## src/mpr_pkg.sv

```systemverilog
// Shared constants and types for the network port receive and address detect block
package mpr_pkg;

  // ==========================================================
  // Clock rates and management clock timing
  localparam int CLK_KHZ = 250000;
  localparam int MDC_KHZ = 2500;
  localparam int MDC_HALF = CLK_KHZ / (2 * MDC_KHZ);
  localparam logic [6:0] MDC_HALF_LAST = 7'(MDC_HALF - 1);
  localparam logic [6:0] PH_STEP = 7'h1;

  // ==========================================================
  // Management frame layout, msb sent first
  localparam logic [5:0] MFR_LAST = 6'h3f;
  localparam logic [5:0] MFR_TA = 6'h2e;
  localparam logic [5:0] MFR_DATA = 6'h30;
  localparam logic [5:0] MFR_STEP = 6'h1;
  localparam logic [31:0] MFR_PRE = 32'hffffffff;
  localparam logic [1:0] MFR_ST = 2'h1;
  localparam logic [1:0] MFR_OP_WR = 2'h1;
  localparam logic [1:0] MFR_OP_RD = 2'h2;
  localparam logic [1:0] MFR_TA_WR = 2'h2;
  localparam logic [1:0] MFR_TA_RD = 2'h0;

  // ==========================================================
  // Receive stream constants
  localparam logic [3:0] NIB_SFD = 4'hd;
  localparam logic [1:0] BIT_FIRST = 2'h0;
  localparam logic [1:0] BIT_STEP = 2'h1;
  localparam logic [1:0] BIT_LAST = 2'h3;

  // ==========================================================
  // Types
  typedef struct packed {
    logic        write;
    logic [4:0]  phy;
    logic [4:0]  regad;
    logic [15:0] wdata;
  } mpr_mreq_s;

  typedef struct packed {
    logic crc_err;
    logic reject;
    logic collision;
  } mpr_rxst_s;

  typedef enum logic [2:0] {
    R_IDLE = 3'h1,
    R_PRE  = 3'h2,
    R_DATA = 3'h4
  } mpr_rx_e;

  typedef enum logic [1:0] {
    M_IDLE = 2'h1,
    M_RUN  = 2'h2
  } mpr_mg_e;

endpackage

```

## src/mpr_port.sv

```systemverilog
// Network port pin logic: receive, nibble and serial transmit, management and address detection
// Notes on behaviour
// RULE1 - PHY supplies receive clock at a quarter of the line bit rate.
// RULE2 - PHY keeps its clocks glitch free when switching speed or source.
// RULE3 - Receive nibbles captured on rising receive clock only while data valid.
// RULE4 - PHY holds data valid from delimiter nibble through last CRC nibble.
// RULE5 - Receive error during data valid flags CRC error; ignored otherwise.
// RULE6 - Collision and carrier sense inputs reported as medium state.
// RULE7 - Management clock runs 2.5 MHz only during operations, else low.
// RULE8 - Management pin driven for header and write data, released otherwise.
// RULE9 - Management pin changes only on management clock falling edges.
// RULE10 - Serial data sampled on serial receive clock rise while valid high.
// RULE11 - Serial mode times transmit and receive activity from transmit clock.
// RULE12 - Serial transmit data sent bit by bit, valid only with enable.
// RULE13 - Frame rejected when internal filter or external reject input rejects.
// RULE14 - Serial strobe rises after second one of delimiter, toggles every 4 bits.
// RULE15 - Nibble strobe rises one receive clock after delimiter found.
// RULE16 - Nibble strobe toggles every nibble, active only during reception.
// RULE17 - Serial monitor data and clock outputs stay quiet in nibble mode.
// RULE18 - Serial mode tagging takes tag inputs on data bit 0 and valid pins.
// RULE19 - Nibble mode tagging takes tag inputs on serial monitor pins.
// RULE20 - Transmit nibbles change on transmit clock rise, zero while disabled.
// RULE21 - Transmit enable spans the frame, falls at the edge after the last nibble.
// RULE22 - Transmit error output always low.
// RULE23 - Management frame: preamble, start, opcode, addresses, turnaround, 16 data.
// RULE24 - Strobe and monitor outputs only while external detection is enabled.
`timescale 1ns/1ns
module mpr_port (
  input  wire logic               ref_clk,
  input  wire logic               rst,
  input  wire logic               mii_select,
  input  wire logic               external_detect_select,
  input  wire logic               frame_tagging_enable,
  input  wire logic               rx_clk_pin,
  input  wire logic [3:0]         rxd_pin,
  input  wire logic               rx_dv_pin,
  input  wire logic               rx_er_pin,
  input  wire logic               crs_pin,
  input  wire logic               col_pin,
  input  wire logic               tx_clk_pin,
  output logic [3:0]              txd_pin,
  output logic                    tx_en_pin,
  output logic                    tx_er_pin,
  output logic                    mdc_pin,
  output logic                    mdio_out,
  output logic                    mdio_oe,
  input  wire logic               mdio_in,
  input  wire logic               external_reject_n,
  output logic                    frame_byte_delimiter_strobe,
  output logic                    frame_byte_delimiter_strobe_oe,
  output logic                    serial_rx_data_monitor,
  output logic                    serial_rx_data_monitor_oe,
  input  wire logic               nibble_port_frame_tag_data,
  output logic                    serial_rx_data_monitor_clock,
  output logic                    serial_rx_data_monitor_clock_oe,
  input  wire logic               nibble_port_frame_tag_enable,
  input  wire logic               tx_valid,
  input  wire logic [3:0]         tx_nibble,
  output logic                    tx_ready,
  output logic                    rx_valid,
  output logic [3:0]              rx_nibble,
  output logic                    rx_end,
  output mpr_pkg::mpr_rxst_s      rx_status,
  input  wire logic               internal_reject,
  output logic                    carrier_sense,
  output logic                    collision,
  output logic                    rx_tag_data,
  output logic                    rx_tag_enable,
  input  wire logic               mgmt_valid,
  input  wire mpr_pkg::mpr_mreq_s mgmt_req,
  output logic                    mgmt_ready,
  output logic [15:0]             mgmt_rd_data,
  output logic                    mgmt_done
);
  import mpr_pkg::*;

  // ==========================================================
  // Serial functions of the shared pins
  wire serial_receive_clock_in  = rx_clk_pin;
  wire serial_receive_data_in   = rx_er_pin;
  wire serial_receive_valid_in  = crs_pin;
  wire serial_collision_in      = col_pin;
  wire serial_transmit_clock_in = tx_clk_pin;
  wire serial_frame_tag_data    = rxd_pin[0];
  wire serial_frame_tag_enable  = rx_dv_pin;

  mpr_rx_e    st_q;
  mpr_rx_e    st_d;
  logic       rxc_q;
  logic       txc_q;
  logic       sbit_q;
  logic       shav_q;
  logic       prv_q;
  logic [1:0] bcnt_q;
  logic [3:0] nib_q;
  logic       dlm_q;
  logic       err_q;
  logic       rej_q;
  logic       cls_q;
  logic       mon_q;
  logic       mclk_q;
  logic [1:0] tbc_q;
  logic [2:0] tsh_q;

  // ==========================================================
  // Event decode
  // Inputs are synchronous to ref_clk, so edges come from one stored sample
  wire rx_rise = serial_receive_clock_in && !rxc_q;
  wire tx_rise = serial_transmit_clock_in && !txc_q;
  wire in_frm  = (st_q != R_IDLE);
  wire dv      = rx_dv_pin;
  wire mii_ev  = mii_select && rx_rise;
  // RULE10 sample while valid
  wire s_cap   = !mii_select && rx_rise && serial_receive_valid_in;
  // RULE11 serial work on transmit clock
  wire ser_ev  = !mii_select && tx_rise && shav_q;
  wire mii_end = mii_ev && !dv && in_frm;
  wire ser_end = !mii_select && !serial_receive_valid_in && !shav_q && in_frm;
  wire frm_end = mii_end || ser_end;
  wire mii_sfd = mii_ev && dv && !rx_er_pin && (st_q != R_DATA) && (rxd_pin == NIB_SFD);
  // RULE14 second one of delimiter
  wire ser_sfd = ser_ev && (st_q == R_PRE) && prv_q && sbit_q;
  // RULE3 capture only with valid
  wire mii_dat = mii_ev && dv && (st_q == R_DATA);
  wire ser_dat = ser_ev && (st_q == R_DATA);
  wire nib_done = mii_dat || (ser_dat && bcnt_q == BIT_LAST);
  wire [3:0] nib_in = mii_select ? rxd_pin : {sbit_q, nib_q[3:1]};
  // RULE16 toggle every nibble
  wire tog = mii_dat || (ser_dat && bcnt_q == BIT_FIRST);
  wire enter = (st_d == R_DATA) && (st_q != R_DATA);
  // RULE13 reject by OR
  wire rej_now = rej_q || !external_reject_n || internal_reject;
  wire tag_on = external_detect_select && frame_tagging_enable;
  // RULE18 serial tag pins
  // RULE19 nibble mode tag pins
  wire tag_d = mii_select ? nibble_port_frame_tag_data : serial_frame_tag_data;
  wire tag_e = mii_select ? nibble_port_frame_tag_enable : serial_frame_tag_enable;

  // ==========================================================
  // Receive state
  always_comb begin
    st_d = st_q;
    case (st_q)
      R_IDLE: begin
        if (mii_sfd) st_d = R_DATA;
        else if ((mii_ev && dv) || ser_ev) st_d = R_PRE;
      end
      R_PRE: begin
        if (frm_end) st_d = R_IDLE;
        else if (mii_sfd || ser_sfd) st_d = R_DATA;
      end
      R_DATA: if (frm_end) st_d = R_IDLE;
      default: st_d = R_IDLE;
    endcase
  end

  always_ff @(posedge ref_clk) begin
    if (rst) begin
      st_q   <= R_IDLE;
      rxc_q  <= 1'b0;
      txc_q  <= 1'b0;
      sbit_q <= 1'b0;
      shav_q <= 1'b0;
      prv_q  <= 1'b0;
    end else begin
      st_q   <= st_d;
      rxc_q  <= serial_receive_clock_in;
      txc_q  <= serial_transmit_clock_in;
      if (s_cap) sbit_q <= serial_receive_data_in;
      // A new bit wins over the hand-off of the old one
      shav_q <= s_cap || (shav_q && !ser_ev && !mii_select);
      if (ser_ev) prv_q <= sbit_q;
    end
  end

  // ==========================================================
  // Receive data, strobe and status
  always_ff @(posedge ref_clk) begin
    if (rst) begin
      bcnt_q    <= BIT_FIRST;
      nib_q     <= '0;
      dlm_q     <= 1'b0;
      rx_valid  <= 1'b0;
      rx_nibble <= '0;
      rx_end    <= 1'b0;
      rx_status <= '0;
    end else begin
      if (enter) bcnt_q <= BIT_FIRST;
      else if (ser_dat) bcnt_q <= bcnt_q + BIT_STEP;
      if (ser_dat) nib_q <= nib_in;
      // RULE15 rises on first address nibble
      // RULE24 gated by detection enable
      dlm_q <= (st_d == R_DATA) && external_detect_select && (tog ? !dlm_q : dlm_q);
      rx_valid <= nib_done;
      if (nib_done) rx_nibble <= nib_in;
      rx_end <= frm_end;
      if (frm_end) rx_status <= {err_q, rej_now, cls_q || col_pin};
    end
  end

  always_ff @(posedge ref_clk) begin
    if (rst || !in_frm) begin
      err_q <= 1'b0;
      rej_q <= 1'b0;
      cls_q <= 1'b0;
    end else begin
      // RULE5 error only with valid
      err_q <= err_q || (mii_ev && dv && rx_er_pin);
      rej_q <= rej_now;
      cls_q <= cls_q || col_pin;
    end
  end

  // ==========================================================
  // Monitor outputs, tags, medium state
  always_ff @(posedge ref_clk) begin
    if (rst) begin
      mon_q         <= 1'b0;
      mclk_q        <= 1'b0;
      rx_tag_data   <= 1'b0;
      rx_tag_enable <= 1'b0;
      carrier_sense <= 1'b0;
      collision     <= 1'b0;
    end else begin
      // RULE17 quiet in nibble mode
      mon_q         <= !mii_select && serial_receive_data_in;
      mclk_q        <= !mii_select && serial_receive_clock_in;
      rx_tag_data   <= tag_on && tag_d;
      rx_tag_enable <= tag_on && tag_e;
      // RULE6 medium state
      carrier_sense <= crs_pin;
      collision     <= serial_collision_in;
    end
  end

  assign frame_byte_delimiter_strobe     = dlm_q;
  assign frame_byte_delimiter_strobe_oe  = external_detect_select;
  assign serial_rx_data_monitor          = mon_q;
  assign serial_rx_data_monitor_clock    = mclk_q;
  // Pins turn to tag inputs in nibble mode with tagging on
  assign serial_rx_data_monitor_oe       = external_detect_select && !(mii_select && tag_on);
  assign serial_rx_data_monitor_clock_oe = external_detect_select && !(mii_select && tag_on);

  // ==========================================================
  // Transmit
  assign tx_ready = tx_rise && tx_valid && (mii_select || tbc_q == BIT_FIRST);
  // RULE22 error held low
  assign tx_er_pin = 1'b0;

  always_ff @(posedge ref_clk) begin
    if (rst) begin
      txd_pin   <= '0;
      tx_en_pin <= 1'b0;
      tbc_q     <= BIT_FIRST;
      tsh_q     <= '0;
    end else if (tx_rise) begin
      if (mii_select) begin
        // RULE20 zero while disabled
        // RULE21 enable follows the stream
        tx_en_pin <= tx_valid;
        txd_pin   <= tx_valid ? tx_nibble : 4'h0;
        tbc_q     <= BIT_FIRST;
      end else if (tbc_q == BIT_FIRST) begin
        // RULE12 serial bits, lsb first
        tx_en_pin <= tx_valid;
        txd_pin   <= {3'h0, tx_valid && tx_nibble[0]};
        tsh_q     <= tx_nibble[3:1];
        if (tx_valid) tbc_q <= BIT_STEP;
      end else begin
        txd_pin <= {3'h0, tsh_q[0]};
        tsh_q   <= {1'b0, tsh_q[2:1]};
        tbc_q   <= tbc_q + BIT_STEP;
      end
    end
  end

  // ==========================================================
  // Management
  mpr_mgmt u_mgmt (
    .ref_clk   (ref_clk),
    .rst       (rst),
    .req_valid (mgmt_valid),
    .req_ready (mgmt_ready),
    .req       (mgmt_req),
    .rd_data   (mgmt_rd_data),
    .done      (mgmt_done),
    .mdc       (mdc_pin),
    .mdio_out  (mdio_out),
    .mdio_oe   (mdio_oe),
    .mdio_in   (mdio_in)
  );
endmodule // mpr_port

```

## src/mpr_mgmt.sv

```systemverilog
// Management clock and data pin engine
`timescale 1ns/1ns
module mpr_mgmt (
  input  wire logic              ref_clk,
  input  wire logic              rst,
  input  wire logic              req_valid,
  output logic                   req_ready,
  input  wire mpr_pkg::mpr_mreq_s req,
  output logic [15:0]            rd_data,
  output logic                   done,
  output logic                   mdc,
  output logic                   mdio_out,
  output logic                   mdio_oe,
  input  wire logic              mdio_in
);
  import mpr_pkg::*;

  mpr_mg_e     st_q;
  logic [6:0]  ph_q;
  logic        hi_q;
  logic [5:0]  bit_q;
  logic [63:0] sh_q;
  logic        wr_q;
  logic [15:0] rd_q;
  logic        done_q;

  // ==========================================================
  // Decode
  wire        run    = (st_q == M_RUN);
  wire        ph_end = (ph_q == MDC_HALF_LAST);
  wire        fall   = run && hi_q && ph_end;
  wire        rise   = run && !hi_q && ph_end;
  wire        start  = !run && req_valid;
  wire [1:0]  op     = req.write ? MFR_OP_WR : MFR_OP_RD;
  wire [1:0]  ta     = req.write ? MFR_TA_WR : MFR_TA_RD;
  wire [15:0] wd     = req.write ? req.wdata : 16'h0;
  // RULE23 frame layout
  wire [63:0] frame0 = {MFR_PRE, MFR_ST, op, req.phy, req.regad, ta, wd};

  // ==========================================================
  // Sequencer
  always_ff @(posedge ref_clk) begin
    if (rst) begin
      st_q   <= M_IDLE;
      ph_q   <= '0;
      hi_q   <= 1'b0;
      bit_q  <= '0;
      sh_q   <= '0;
      wr_q   <= 1'b0;
      rd_q   <= '0;
      done_q <= 1'b0;
    end else begin
      done_q <= 1'b0;
      case (st_q)
        M_IDLE: if (req_valid) begin
          st_q  <= M_RUN;
          sh_q  <= frame0;
          wr_q  <= req.write;
          bit_q <= '0;
          ph_q  <= '0;
          hi_q  <= 1'b0;
        end
        M_RUN: begin
          // RULE7 clock from time base
          ph_q <= ph_end ? '0 : ph_q + PH_STEP;
          if (ph_end) hi_q <= !hi_q;
          // Read bits are taken at the rising edge, one period after the PHY model launched them on the previous rise
          if (rise && !wr_q && bit_q >= MFR_DATA) rd_q <= {rd_q[14:0], mdio_in};
          // RULE9 shift on falling edge
          if (fall) begin
            sh_q  <= {sh_q[62:0], 1'b0};
            bit_q <= bit_q + MFR_STEP;
            if (bit_q == MFR_LAST) begin
              st_q   <= M_IDLE;
              done_q <= 1'b1;
            end
          end
        end
        default: st_q <= M_IDLE;
      endcase
    end
  end

  assign req_ready = !run;
  assign rd_data   = rd_q;
  assign done      = done_q;
  assign mdc       = hi_q;
  assign mdio_out  = sh_q[63];
  // RULE8 release for read data
  assign mdio_oe   = run && (wr_q || bit_q < MFR_TA);
endmodule // mpr_mgmt

```

## config.mk

```make
export PLATFORM = sky130hd
export DESIGN_NAME = mpr_port
export DESIGN_NICKNAME = d
export VERILOG_FILES = /design/src/mpr_pkg.sv /design/src/mpr_port.sv /design/src/mpr_mgmt.sv
export SDC_FILE = /design/constraint.sdc
export NUM_CORES = 1
export LEC_CHECK = 0
export BUFFER_PORTS_ARGS = -buffer_cell sky130_fd_sc_hd__buf_4
export CORE_ASPECT_RATIO = 0.6
export CORE_MARGIN = 1.5
export CORE_UTILIZATION = 30
export DETAILED_ROUTE_END_ITERATION = 10
export HOLD_SLACK_MARGIN = 0.15
export PLACE_DENSITY = 0.6
export SLEW_MARGIN = 20
export SYNTH_ARGS = -nofsm -noshare
export SYNTH_HDL_FRONTEND = slang
export SYNTH_HIERARCHICAL = 1
export SYNTH_SLANG_ARGS = --single-unit
export TNS_END_PERCENT = 1
```

## constraint.sdc

```tcl
create_clock -name ref_clk -period 2.55 [get_ports ref_clk]
set_input_delay 0.1275 -clock ref_clk [delete_from_list [all_inputs] [get_ports ref_clk]]
set_output_delay 0.1275 -clock ref_clk [all_outputs]
set_load 0.02 [all_outputs]
```

==> results of run 1 <==
[critical path, delay by kind of cell (launching register included)]
family                     cells  cell delay, ns
and+or+nand+nor                2            0.69
buffers and inverters          1            0.34
adders and majority gates      1            0.19
AOI/OAI and AO/OA              2            0.59
DFF                            1            0.41
[placed cells by master (no fill, tap or decap), types with 4 or more instances in the layout]
cell type,instances
nand2_1,53
a311oi_1,33
clkinvlp_4,6
xnor2_1,6
dlygate4sd3_1,64
nand2b_1,4
nor2b_1,6
nor3_1,10
inv_1,8
a211oi_1,8
nor2_1,83
dfxtp_1,140
o21ai_0,7
mux2i_1,28
ha_1,6
nor3b_1,8
a21oi_1,22
nand4_1,6
o221a_2,33
nand3_1,25
a22oi_1,6
buf_4,108
clkbuf_16,17
[metal layers]
| layer | GRT usage, % | vias to the layer above | routed length, um |
|---|---|---|---|
| li1 | - | 2510 | - |
| met1 | 23.5 | 2300 | 8070 |
| met2 | 20.0 | 120 | 5670 |
| met3 | 4.01 | 10 | 838 |
| met4 | 4.29 | 0 | 101 |
| met5 | 0 | - | 0 |
[through the flow]
stage | hold WS, ns | setup WS [ns] | cell area (sq um) | utilization [%]
after floorplan | 0.199 | 0.518 | 5720 | -
after global placement | 0.357 | 0.334 | 6650 | 36.2
after detailed placement | 0.364 | 0.246 | 6650 | 36.2
after CTS | 0.157 | 0.208 | 7880 | 42.9
after global routing | 0.165 | 0.0452 | 7880 | 42.9
final | 0.170 | 0.174 | 7880 | 42.9
[timing repair]
| action | 4_1_cts | 5_1_grt |
|---|---|---|
| hold endpoints to repair | 56 | 0 |
| setup buffers | 0 | 0 |
| hold buffers | 64 | 0 |
[state kept, by name (all words and copies together) (netlist names), 3 cells and up]
register	cells
txd_pin	4
u_mgmt/ph_q	7
u_mgmt/sh_q	64
tsh_q	3
rx_nibble	4
rx_status	3
u_mgmt/rd_data	16
u_mgmt/bit_q	6
nib_q	3
st_q	3
[synth_stat cells, types with 3 or more instances]
library cell	instances	share of area, %
xnor2_1	6	0.92
a22oi_1	6	0.79
a211oi_1	8	1.0
nor4_1	3	0.33
o221a_2	33	6.5
dfxtp_1	140	49
a21oi_1	22	1.9
mux2i_1	28	4.9
buf_4	3	0.39
buf_1	3	0.20
nor2b_1	7	0.77
o211ai_1	3	0.39
a311oi_1	33	5.1
inv_1	8	0.52
nor2_1	83	5.4
nand2b_1	4	0.44
buf_2	15	1.3
and3_1	3	0.33
ha_1	6	1.3
a31oi_1	3	0.33
xor2_1	3	0.46
o21ai_0	7	0.61
nand3_1	25	2.2
nand4_1	6	0.66
nor3_1	10	0.87
clkbuf_1	26	1.7
nor3b_1	8	1.0
nand2_1	53	3.5
[cells by family after synthesis]
family,after synthesis
flip-flops,140
AND/OR/NAND/NOR,227
multiplexers,28
other,1
AO/OA/AOI/OAI,131
buffers and inverters,57
adder cells (fa/ha/maj),6
XOR/XNOR,9
[power by group]
| group | switching (uW) | total, uW | leakage [uW] | internal, uW |
|---|---|---|---|---|
| Clock | 983 | 2460 | 0.000265 | 1480 |
| Sequential | 66.1 | 2370 | 0.00115 | 2300 |
| Combinational | 262 | 534 | 0.00171 | 271 |
[final cells by class]
class	instances	area [sq um]
flip-flops and latches	140	2800
clock inverters	12	140
fillers	1796	10500
clock buffers	20	447
well taps	240	300
repair buffers	173	1470
inverters	10	37.5
multi-input cells	402	2680
[final timing paths]
kind | start | endpoint | slack, ns | depth (start not counted)
min | rxd_pin[2] | rx_nibble[2] | 0.17 | 3
max reg2reg | u_mgmt/ph_q[0] | u_mgmt/sh_q[9] | 0.17 | 6
min reg2reg | tbc_q[0] | tbc_q[0] | 0.45 | 2
max | u_mgmt/ph_q[0] | u_mgmt/sh_q[9] | 0.17 | 6
==> metrics.md, run 1 <==
| Metric | Value |
|---|---|
| Slew margin rel. | `a little under three fifths` |
| WL/cell | `14.7 um` |
| Post-Syn Area | `0.00572 sq mm` |
| Hold Path Class | `in -> reg` |
| Vias/cell | `4.95` |
| Crit end category | `flop` |
| Die area | `about 0.020 sq mm` |
| Total GRT Usage | `15.2%` |
| Largest net degree at the start of global routing | `89` |
| Peak Freq | `about 420 MHz` |
| Setup TNS | `0 ns` |
| Seq cells post-synth | `140` |
| Final Wtd Congestion | `0.812` |
| Synthesis Warnings | `6` |
| Crit path max fanout | `88` |
| Dpl cells | `~900` |
| Share of cells above drive strength 1 | `~25%` |
| CP Class | `reg -> reg` |
| Cells after synthesis | `around 600` |
| Critical-path cell list | `ha_1, or4b_1, o31ai_4, buf_12, nor2_1, a311oi_1` |
| First-pass GRT wire length | `about 24000 um` |
| Post-synthesis mux area share | `between 4 and 5%` |
| Simple-Gate Fraction of Synth Area | `19.7%` |
| XOR/XNOR share of the synthesized area | `1.38%` |
| DRC errors left | `0` |
| Fin crit share | `93.2%` |
| Syn-to-layout area delta | `37.6%` |
| Vias in the first global route | `4557` |
| Arrival @ worst endpoint | `approximately 2.7 ns` |
| Crit start category | `flop` |
| IO buf count | `98` |
| Root Driver | `clkbuf_16` |
| Antenna violations before repair | `0` |
| Post-CTS sizing | `0` |
| Leak pwr | `0.00312 uW` |
| Clk pin slew, worst setup/hold paths | `about 0.060 ns` |
| Chip height | `about 110 um` |
| Syn Nets | `658` |
| Later-pin clock latency in the skew report | `0.41 ns` |
| Sequential share of the synthesized area | `just under 50%` |
| Die width | `181 um` |
| Top-level I/O count | `100` |
| Final setup violation count | `0` |
| Slew Limit Fails | `0` |
| Maximum vdd drop | `between 0.4 and 0.5 mV` |
| Run status | `complete, no violations` |
| Clk sinks | `140` |
| Distinct cells, synth | `63` |
| Grt total ovfl | `0` |
| Num CTS Buffers | `17` |
| Starting Density | `between 30% and 40%` |
| Post-Synth Adder-Cell Area | `under 10%` |
| Fin cells | `about 1000` |
| N_diodes | `0` |
| Required @ worst endpoint | `approximately 2.9 ns` |
| Tot Pwr | `roughly 5400 uW` |
| Synth Area per Inst | `approximately 9.6 sq um` |
| Largest family of logic cells by synthesized area | `simple AND/OR/NAND/NOR gates` |
| # rows | `38` |
| Post-synth EDFFs | `0` |
| Number of H-tree levels | `4` |
| DR iter-0 viols | `320` |
| CORE AREA | `0.0184 sq mm` |
| Power Dens Cells | `around 700 mW/mm^2` |
| Total Wirelength | `~15000 um` |
| Most used DFF post-synth | `dfxtp_1` |
| Via count | `a little under 5000` |
| Nets | `between 800 and 900` |
| CTS tree | `done` |
| Clock skew | `~0.015 ns` |
| DP Wirelength | `a little over 9000 um` |
| Worst stage delay on the critical path | `around 0.61 ns` |
| Worst-margin pin slew | `between 0.6 and 0.7 ns` |
| DRT antenna net count | `0` |
| Worst-case clock buffer depth | `2` |
| Synth Area in Compound Gates | `19.4%` |
| 1st-pass router iterations | `7` |
| Ys async rst share | `0%` |
| RSZ-0062 raised after global routing | `no` |
| CP max-delay cell | `or4b_1` |
| Final hold vios | `0` |
| Crit path time final | `~2.4 ns` |
| Max_cap viols | `0` |
(Power assumes the default switching activity.)
==> run 2, diff against run 1 <==
ABC_AREA = 1   (was unset)
CORE_MARGIN = 2   (was 1.5)
==> run 2 against run 1 <==
  * Core utilization shrank 2.3 points
  * Non-clock buffer count shrank 8
  * Clock power up 5%
  * Count of clock-buffer cells in the layout stayed put
  * Clock skew fell by 0.0058 ns
  * Sequential share of layout area is 2.5 points lower
  * Flip-flop and latch count unchanged
  * Largest power group unchanged
==> metrics.md, run 2 <==
| Metric | Value |
|---|---|
| Clock skew | `0.00937 ns (-0.00580 ns)` |
| Slew Limit Fails | `0 (unchanged)` |
| DRC errors left | `0 (unchanged)` |
| Most common cell in the netlist | `nand2_1` |
| Grt total ovfl | `0 (unchanged)` |
| Ys async rst share | `0% (unchanged)` |
| CORE AREA | `0.0208 sq mm (+13%)` |
| Root Driver | `clkbuf_16` |
| Fin crit share | `74.9% (-18 points)` |
| XOR/XNOR share of the synthesized area | `0.415% (-0.96 points)` |
| Share of cells above drive strength 1 | `19.2% (-5.4 points)` |
| N_diodes | `0 (unchanged)` |
| Most used DFF post-synth | `dfxtp_1` |
| Vias/cell | `4.30 (-13%)` |
| Commonest non-fill, non-tap cells in the layout | `305 x nand2_1, 140 x dfxtp_1, 103 x buf_4, 92 x nor2_1, 91 x a21oi_1` |
| Largest register FFs | `64 (unchanged)` |
| Starting Density | `30.4% (-0.80 points)` |
| Final WS setup | `0.640 ns (+0.466 ns)` |
| IO buf count | `98 (unchanged)` |
| DR iter-0 viols | `346 (+8.1%)` |
| Post-CTS sizing | `0 (unchanged)` |
| Antenna violations before repair | `0 (unchanged)` |
| Top reg by flops | `u_mgmt/sh_q` |
| First-pass GRT wire length | `25200 um (+4.5%)` |
| DP Wirelength | `9540 um (+3.2%)` |
| Yosys top cell by area | `dfxtp_1` |
| Setup TNS | `0 ns (unchanged)` |
| Required @ worst endpoint | `2.91 ns (+0.06 ns)` |
| Start of the worst register-to-register path | `u_mgmt/ph_q[0]` |
| Number of H-tree levels | `4 (unchanged)` |
| CTS tree | `done` |
| Footprint of the multi-input gates | `0.00295 sq mm (+10%)` |
| Worst-case clock buffer depth | `2 (unchanged)` |
| Final hold vios | `0 (unchanged)` |
| Place WS | `0.785 ns (+0.539 ns)` |
| Final setup violation count | `0 (unchanged)` |
| Hold Path Class | `in -> reg` |
| Total GRT Usage | `14.2% (-0.94 points)` |
| Slew margin rel. | `66.1% (+10 points)` |
| Tot Pwr | `6420 uW (+20%)` |
| Final core utilization | `40.6% (-2.3 points)` |
| Commonest non-fill, non-tap cell in the layout | `nand2_1` |
| FF-to-FF path depth | `11 (+5)` |
| Post-synth top cells | `305 x nand2_1, 140 x dfxtp_1, 92 x nor2_1, 91 x a21oi_1, 77 x inv_1` |
| Synthesis Warnings | `6 (unchanged)` |
| Leak pwr | `0.00381 uW (+22%)` |
| Nets | `1100 (+37%)` |
| Largest net degree at the start of global routing | `66 (-26%)` |
| Total Wirelength | `15200 um (+3.7%)` |
| WL/cell | `11.4 um (-22%)` |
| Top cell type's share of synthesized area | `44.3% (-4.7 points)` |
| Synth top area cells | `dfxtp_1 44%, nand2_1 18%, a21oi_1 7.2%` |
| Vias in the first global route | `5194 (+14%)` |
| Final Wtd Congestion | `0.770 (-5.2%)` |
| FF/Latch Area | `0.00280 sq mm (unchanged)` |
| Crit path max fanout | `17 (-81%)` |
| Arrival @ worst endpoint | `2.27 ns (-0.41 ns)` |
| Die area | `0.0223 sq mm (+12%)` |
| Num CTS Buffers | `17 (unchanged)` |
| Power Dens Cells | `758 mW/mm^2 (+11%)` |
| Largest family of logic cells by synthesized area | `simple AND/OR/NAND/NOR gates` |
| Crit end category | `flop` |
| Synth Area in Compound Gates | `10.8% (-8.6 points)` |
| Synth Area per Inst | `7.02 sq um (-27%)` |
| Max_cap viols | `0 (unchanged)` |
| Distinct cells, synth | `37 (-41%)` |
| Clk sinks | `140 (unchanged)` |
| Hold Crit Start | `external_reject_n` |
| Post-Synth Adder-Cell Area | `1.19% (-0.13 points)` |
| Clk pin slew, worst setup/hold paths | `0.06 ns (about the same)` |
| Maximum vdd drop | `0.471 mV (+0.52%)` |
| Cells after synthesis | `902 (+51%)` |
| RSZ-0062 raised after global routing | `no` |
| 1st-pass router iterations | `4 (-3)` |
| Run status | `complete, no violations` |
| Syn Nets | `961 (+46%)` |
| Simple-Gate Fraction of Synth Area | `34.1% (+14 points)` |
| Top-level I/O count | `100 (unchanged)` |
| Post-Syn Area | `0.00633 sq mm (+11%)` |
| Chip height | `117 um (+5.9%)` |
| Seq cells post-synth | `140 (unchanged)` |
| Crit path launch | `mii_select` |
| Die width | `192 um (+5.6%)` |
| Worst Hold Path Cells | `3 (unchanged)` |
| # fillers | `2127 (+18%)` |
| CP Class | `in -> reg` |
| # rows | `41 (+7.9%)` |
| DRT antenna net count | `0 (unchanged)` |
| Worst-margin pin slew | `0.508 ns (-0.153 ns)` |
| Worst flop-to-flop path endpoint | `u_mgmt/sh_q[0]` |
| R2r setup slk | `0.75 ns (+0.58 ns)` |
| Via count | `5730 (+16%)` |
| Crit path time final | `1.91 ns (-0.466 ns)` |
| Peak Freq | `523 MHz (+24%)` |
| Hold Crit Endpoint | `rx_status[1]` |
| Crit start category | `input pin` |
| Sequential share of the synthesized area | `44.3% (-4.7 points)` |
| Later-pin clock latency in the skew report | `0.42 ns (about the same)` |
| Syn-to-layout area delta | `33.7%` |
| Post-synth EDFFs | `0 (unchanged)` |
| Post-synthesis mux area share | `0% (-4.9 points)` |
## run 2: changes by cell type in the layout (fill, tap and decap cells not counted), moves of 7 or more
cell,previous run,this run
o221a_2,33,0
mux2i_1,28,0
nor3b_1,8,1
nand2_1,53,305
or2_2,1,32
nor2_1,83,92
a311oi_1,33,0
a21oi_1,22,91
inv_1,8,77
o21ai_0,7,25
## run 2: final cells by class
cell class / instances / share of cell area, %
tap: 279 / 4.12
inverter: 86 / 3.81
clock inverter: 11 / 1.98
sequential: 140 / 33.1
clock buffer: 20 / 5.28
multi-input combinational: 631 / 34.9
timing repair buffer: 165 / 16.8
## run 2: stage by stage
| stage | hold WS [ns] | instance area, sq um | instances |
|---|---|---|---|
| 2_1_floorplan | 0.206 | 6330 | 902 |
| 3_3_place_gp | 0.346 | 7260 | 1242 |
| 3_5_place_dp | 0.347 | 7260 | 1242 |
| 4_1_cts | 0.158 | 8460 | 1332 |
| 5_1_grt | 0.164 | 8460 | 1332 |
| 6_report | 0.151 | 8460 | 1332 |
## run 2: how the worst max path moves through the flow
stage,cells past startpoint,slack [ns],endpoint
after CTS,7,0.73,rx_tag_enable
after floorplan,12,1.02,u_mgmt/bit_q[0]
final,6,0.64,rx_tag_data
after global routing,10,0.54,u_mgmt/sh_q[34]
after global placement,11,0.81,u_mgmt/sh_q[0]
after detailed placement,11,0.78,u_mgmt/sh_q[0]
## run 2: what timing repair did
item / in CTS / in global routing
hold buffers: 59 / 0
buffers inserted: 0 / 0
hold endpoints to repair: 81 / 0
## run 2: logic make-up (layout without fill, tap and decap cells)
logic type               after synthesis  count (layout)
other                                  1               1
buffers and inverters                131             282
adder cells (fa/ha/maj)                6               6
AND/OR/NAND/NOR                      492             492
XOR/XNOR                               3               3
flip-flops                           140             140
AO/OA/AOI/OAI                        129             129
## run 2: routing by layer
metal / global-route usage, % / part of all wire (%)
met3: 3.58 / 4.1
met5: 0 / 0
met4: 5.13 / 1.4
met1: 20.8 / 55
met2: 20.1 / 39
## run 2: power by group
part	switching [uW]	internal, uW	leakage (uW)	total (uW)
clock	933	1660	0.000296	2590
sequential	117	2450	0.00114	2560
combinational	766	499	0.00237	1260
total	1820	4600	0.00381	6420
## run 2: critical path: stages
cell and delay [ns]:
dlygate4sd3_1 0.52, buf_4 0.24, nand2_1 0.08, dlygate4sd3_1 0.56, a21oi_1 0.16, dlygate4sd3_1 0.58
==> run 3, diff against run 2 <==
ABC_AREA = 0   (was 1)
clock period = 2 ns   (was 2.55 ns; I/O delays follow)
==> run 3 against run 2 <==
  * The flow now finishes with violations (setup timing)
  * Worst setup slack lost 0.71 ns
  * Global-route usage is 1.1 points higher
  * Sequential share of layout area rose by 0.67 points
  * Via count is 10% lower
  * Die area down 9.3%
  * First-iteration DRC count down 8.7%
  * Cell count shrank 23%
  * Register-to-register slack lost 0.82 ns
  * Largest cell class is now sequential cells
==> metrics.md, run 3 (synthesized netlist as in run 1, its figures left out) <==
| Metric | Value |
|---|---|
| Later-pin clock latency in the skew report | `0.41 ns (about the same)` |
| Grt total ovfl | `0 (unchanged)` |
| Largest register FFs | `64 (unchanged)` |
| # rows | `39 (-4.9%)` |
| Root Driver | `clkbuf_16` |
| Max_cap viols | `0 (unchanged)` |
| Run status | `finished with violations` |
| Die width | `182 um (-4.8%)` |
| Starting Density | `30.4% (about the same)` |
| Vias in the first global route | `4735 (-8.8%)` |
| Worst-case clock buffer depth | `2 (unchanged)` |
| Nets | `822 (-25%)` |
| Crit end category | `flop` |
| Total GRT Usage | `15.3% (+1.1 points)` |
| Final WS setup | `-0.0666 ns (-0.706 ns)` |
| Antenna violations before repair | `0 (unchanged)` |
| Slew Limit Fails | `0 (unchanged)` |
| IO buf count | `98 (unchanged)` |
| Final setup violation count | `22 (+22)` |
| CP Class | `reg -> reg` |
| 1st-pass router iterations | `4 (unchanged)` |
| Fin cells | `1021 (-23%)` |
| Commonest non-fill, non-tap cells in the layout | `138 x dfxtp_1, 119 x buf_4, 75 x nor2_1, 55 x dlygate4sd3_1, 53 x nand2_1` |
| Dpl cells | `920 (-26%)` |
| Die area | `0.0202 sq mm (-9.3%)` |
| Worst-margin pin slew | `0.706 ns (+0.197 ns)` |
| Total Wirelength | `15900 um (+4.6%)` |
| RSZ-0062 raised after global routing | `yes` |
| Hold Path Class | `in -> reg` |
| Chip height | `111 um (-4.7%)` |
| Num CTS Buffers | `17 (unchanged)` |
| Failing checks | `setup timing` |
| First-pass GRT wire length | `24900 um (-0.88%)` |
| CORE AREA | `0.0188 sq mm (-9.6%)` |
| Power Dens Cells | `852 mW/mm^2 (+12%)` |
| Final core utilization | `44.1% (+3.4 points)` |
| Vias/cell | `5.04 (+17%)` |
| Clk sinks | `140 (unchanged)` |
| Commonest non-fill, non-tap cell in the layout | `dfxtp_1` |
| Number of H-tree levels | `4 (unchanged)` |
| DP Wirelength | `9830 um (+3.1%)` |
| Arrival @ worst endpoint | `2.38 ns (+0.11 ns)` |
| Peak Freq | `484 MHz` |
| Via count | `5141 (-10%)` |
| Slew margin rel. | `52.9% (-13 points)` |
| Crit start category | `flop` |
| Top reg by flops | `u_mgmt/sh_q` |
| Top-level I/O count | `100 (unchanged)` |
| Syn-to-layout area delta | `45.1%` |
| N_diodes | `0 (unchanged)` |
| Final hold vios | `0 (unchanged)` |
| DRT antenna net count | `0 (unchanged)` |
| WL/cell | `15.6 um (+36%)` |
| Fin crit share | `103%` |
| Crit path time final | `just over 2 ns` |
| Share of cells above drive strength 1 | `30.5% (+11 points)` |
| Largest net degree at the start of global routing | `46 (-30%)` |
| Maximum vdd drop | `0.593 mV (+26%)` |
| Crit path max fanout | `8 (-9)` |
| Final Wtd Congestion | `0.797 (+3.6%)` |
| DRC errors left | `0 (unchanged)` |
| Clk pin slew, worst setup/hold paths | `0.06 ns (about the same)` |
| Leak pwr | `0.00335 uW (-12%)` |
| Clock skew | `0.00981 ns (+0.000440 ns)` |
| Required @ worst endpoint | `2.31 ns (-0.60 ns)` |
| DR iter-0 viols | `316 (-8.7%)` |
| CTS tree | `done` |
run 3: cell type report:
cell class	count	area, sq um
Fill cell	1812	10500
Clock inverter	11	144
Tap cell	246	308
Inverter	10	37.5
Sequential cell	140	2810
Clock buffer	20	457
Multi-Input combinational cell	402	2790
Timing Repair Buffer	192	1760
run 3: repair_timing:
action                                  CTS  global route
gates resized for setup                   3            42
pin swaps                                 1            25
endpoints found under the hold margin    65             0
hold buffers                             55             0
buffers inserted                          2             9
endpoints found under the setup margin   29            54
gates cloned                              2             3
run 3: stage by stage:
step / hold slack (ns) / total power, uW / area (sq um) / TNS [ns] / setup slack [ns]
floorplan: 0.172 / 3440 / 5730 / 0 / 0.00522
global placement: 0.331 / 3680 / 6780 / 0 / 0.0470
detailed placement: 0.344 / 3680 / 6780 / -0.557 / -0.0724
CTS: 0.188 / 7040 / 8020 / 0 / 0.00473
global route: 0.210 / 7380 / 8300 / -2.37 / -0.111
finish: 0.194 / 7070 / 8300 / -0.695 / -0.0666
run 3: path summary, 6_finish.rpt:
kind	depth (start not counted)	slack (ns)	start	to
setup reg to reg	9	-0.07	u_mgmt/ph_q[1]	u_mgmt/sh_q[13]
hold reg to reg	2	0.45	u_mgmt/sh_q[0]	u_mgmt/sh_q[0]
setup / recovery	9	-0.07	u_mgmt/ph_q[1]	u_mgmt/sh_q[13]
hold / removal	4	0.19	external_reject_n	rx_status[1]
run 3: routing by layer:
metal  wire (um)  GRT usage (%)
met3         887           3.98
met5           0              0
met4          91           4.73
met2        6180           19.6
met1        8760           24.3
run 3: where the power goes:
part / switching [uW] / internal (uW)
Clock: 1180 / 2020
Sequential: 87.8 / 2930
Combinational: 395 / 456
Total: 1660 / 5410
run 3: worst max-delay path: stages, from the launching register on:
cell and delay (ns):
dfxtp_2 0.32, inv_2 0.06, ha_4 0.13, or4b_4 0.47
o31ai_4 0.32, buf_6 0.17, buf_6 0.10, clkbuf_16 0.16
nor2_2 0.04, a311oi_2 0.20
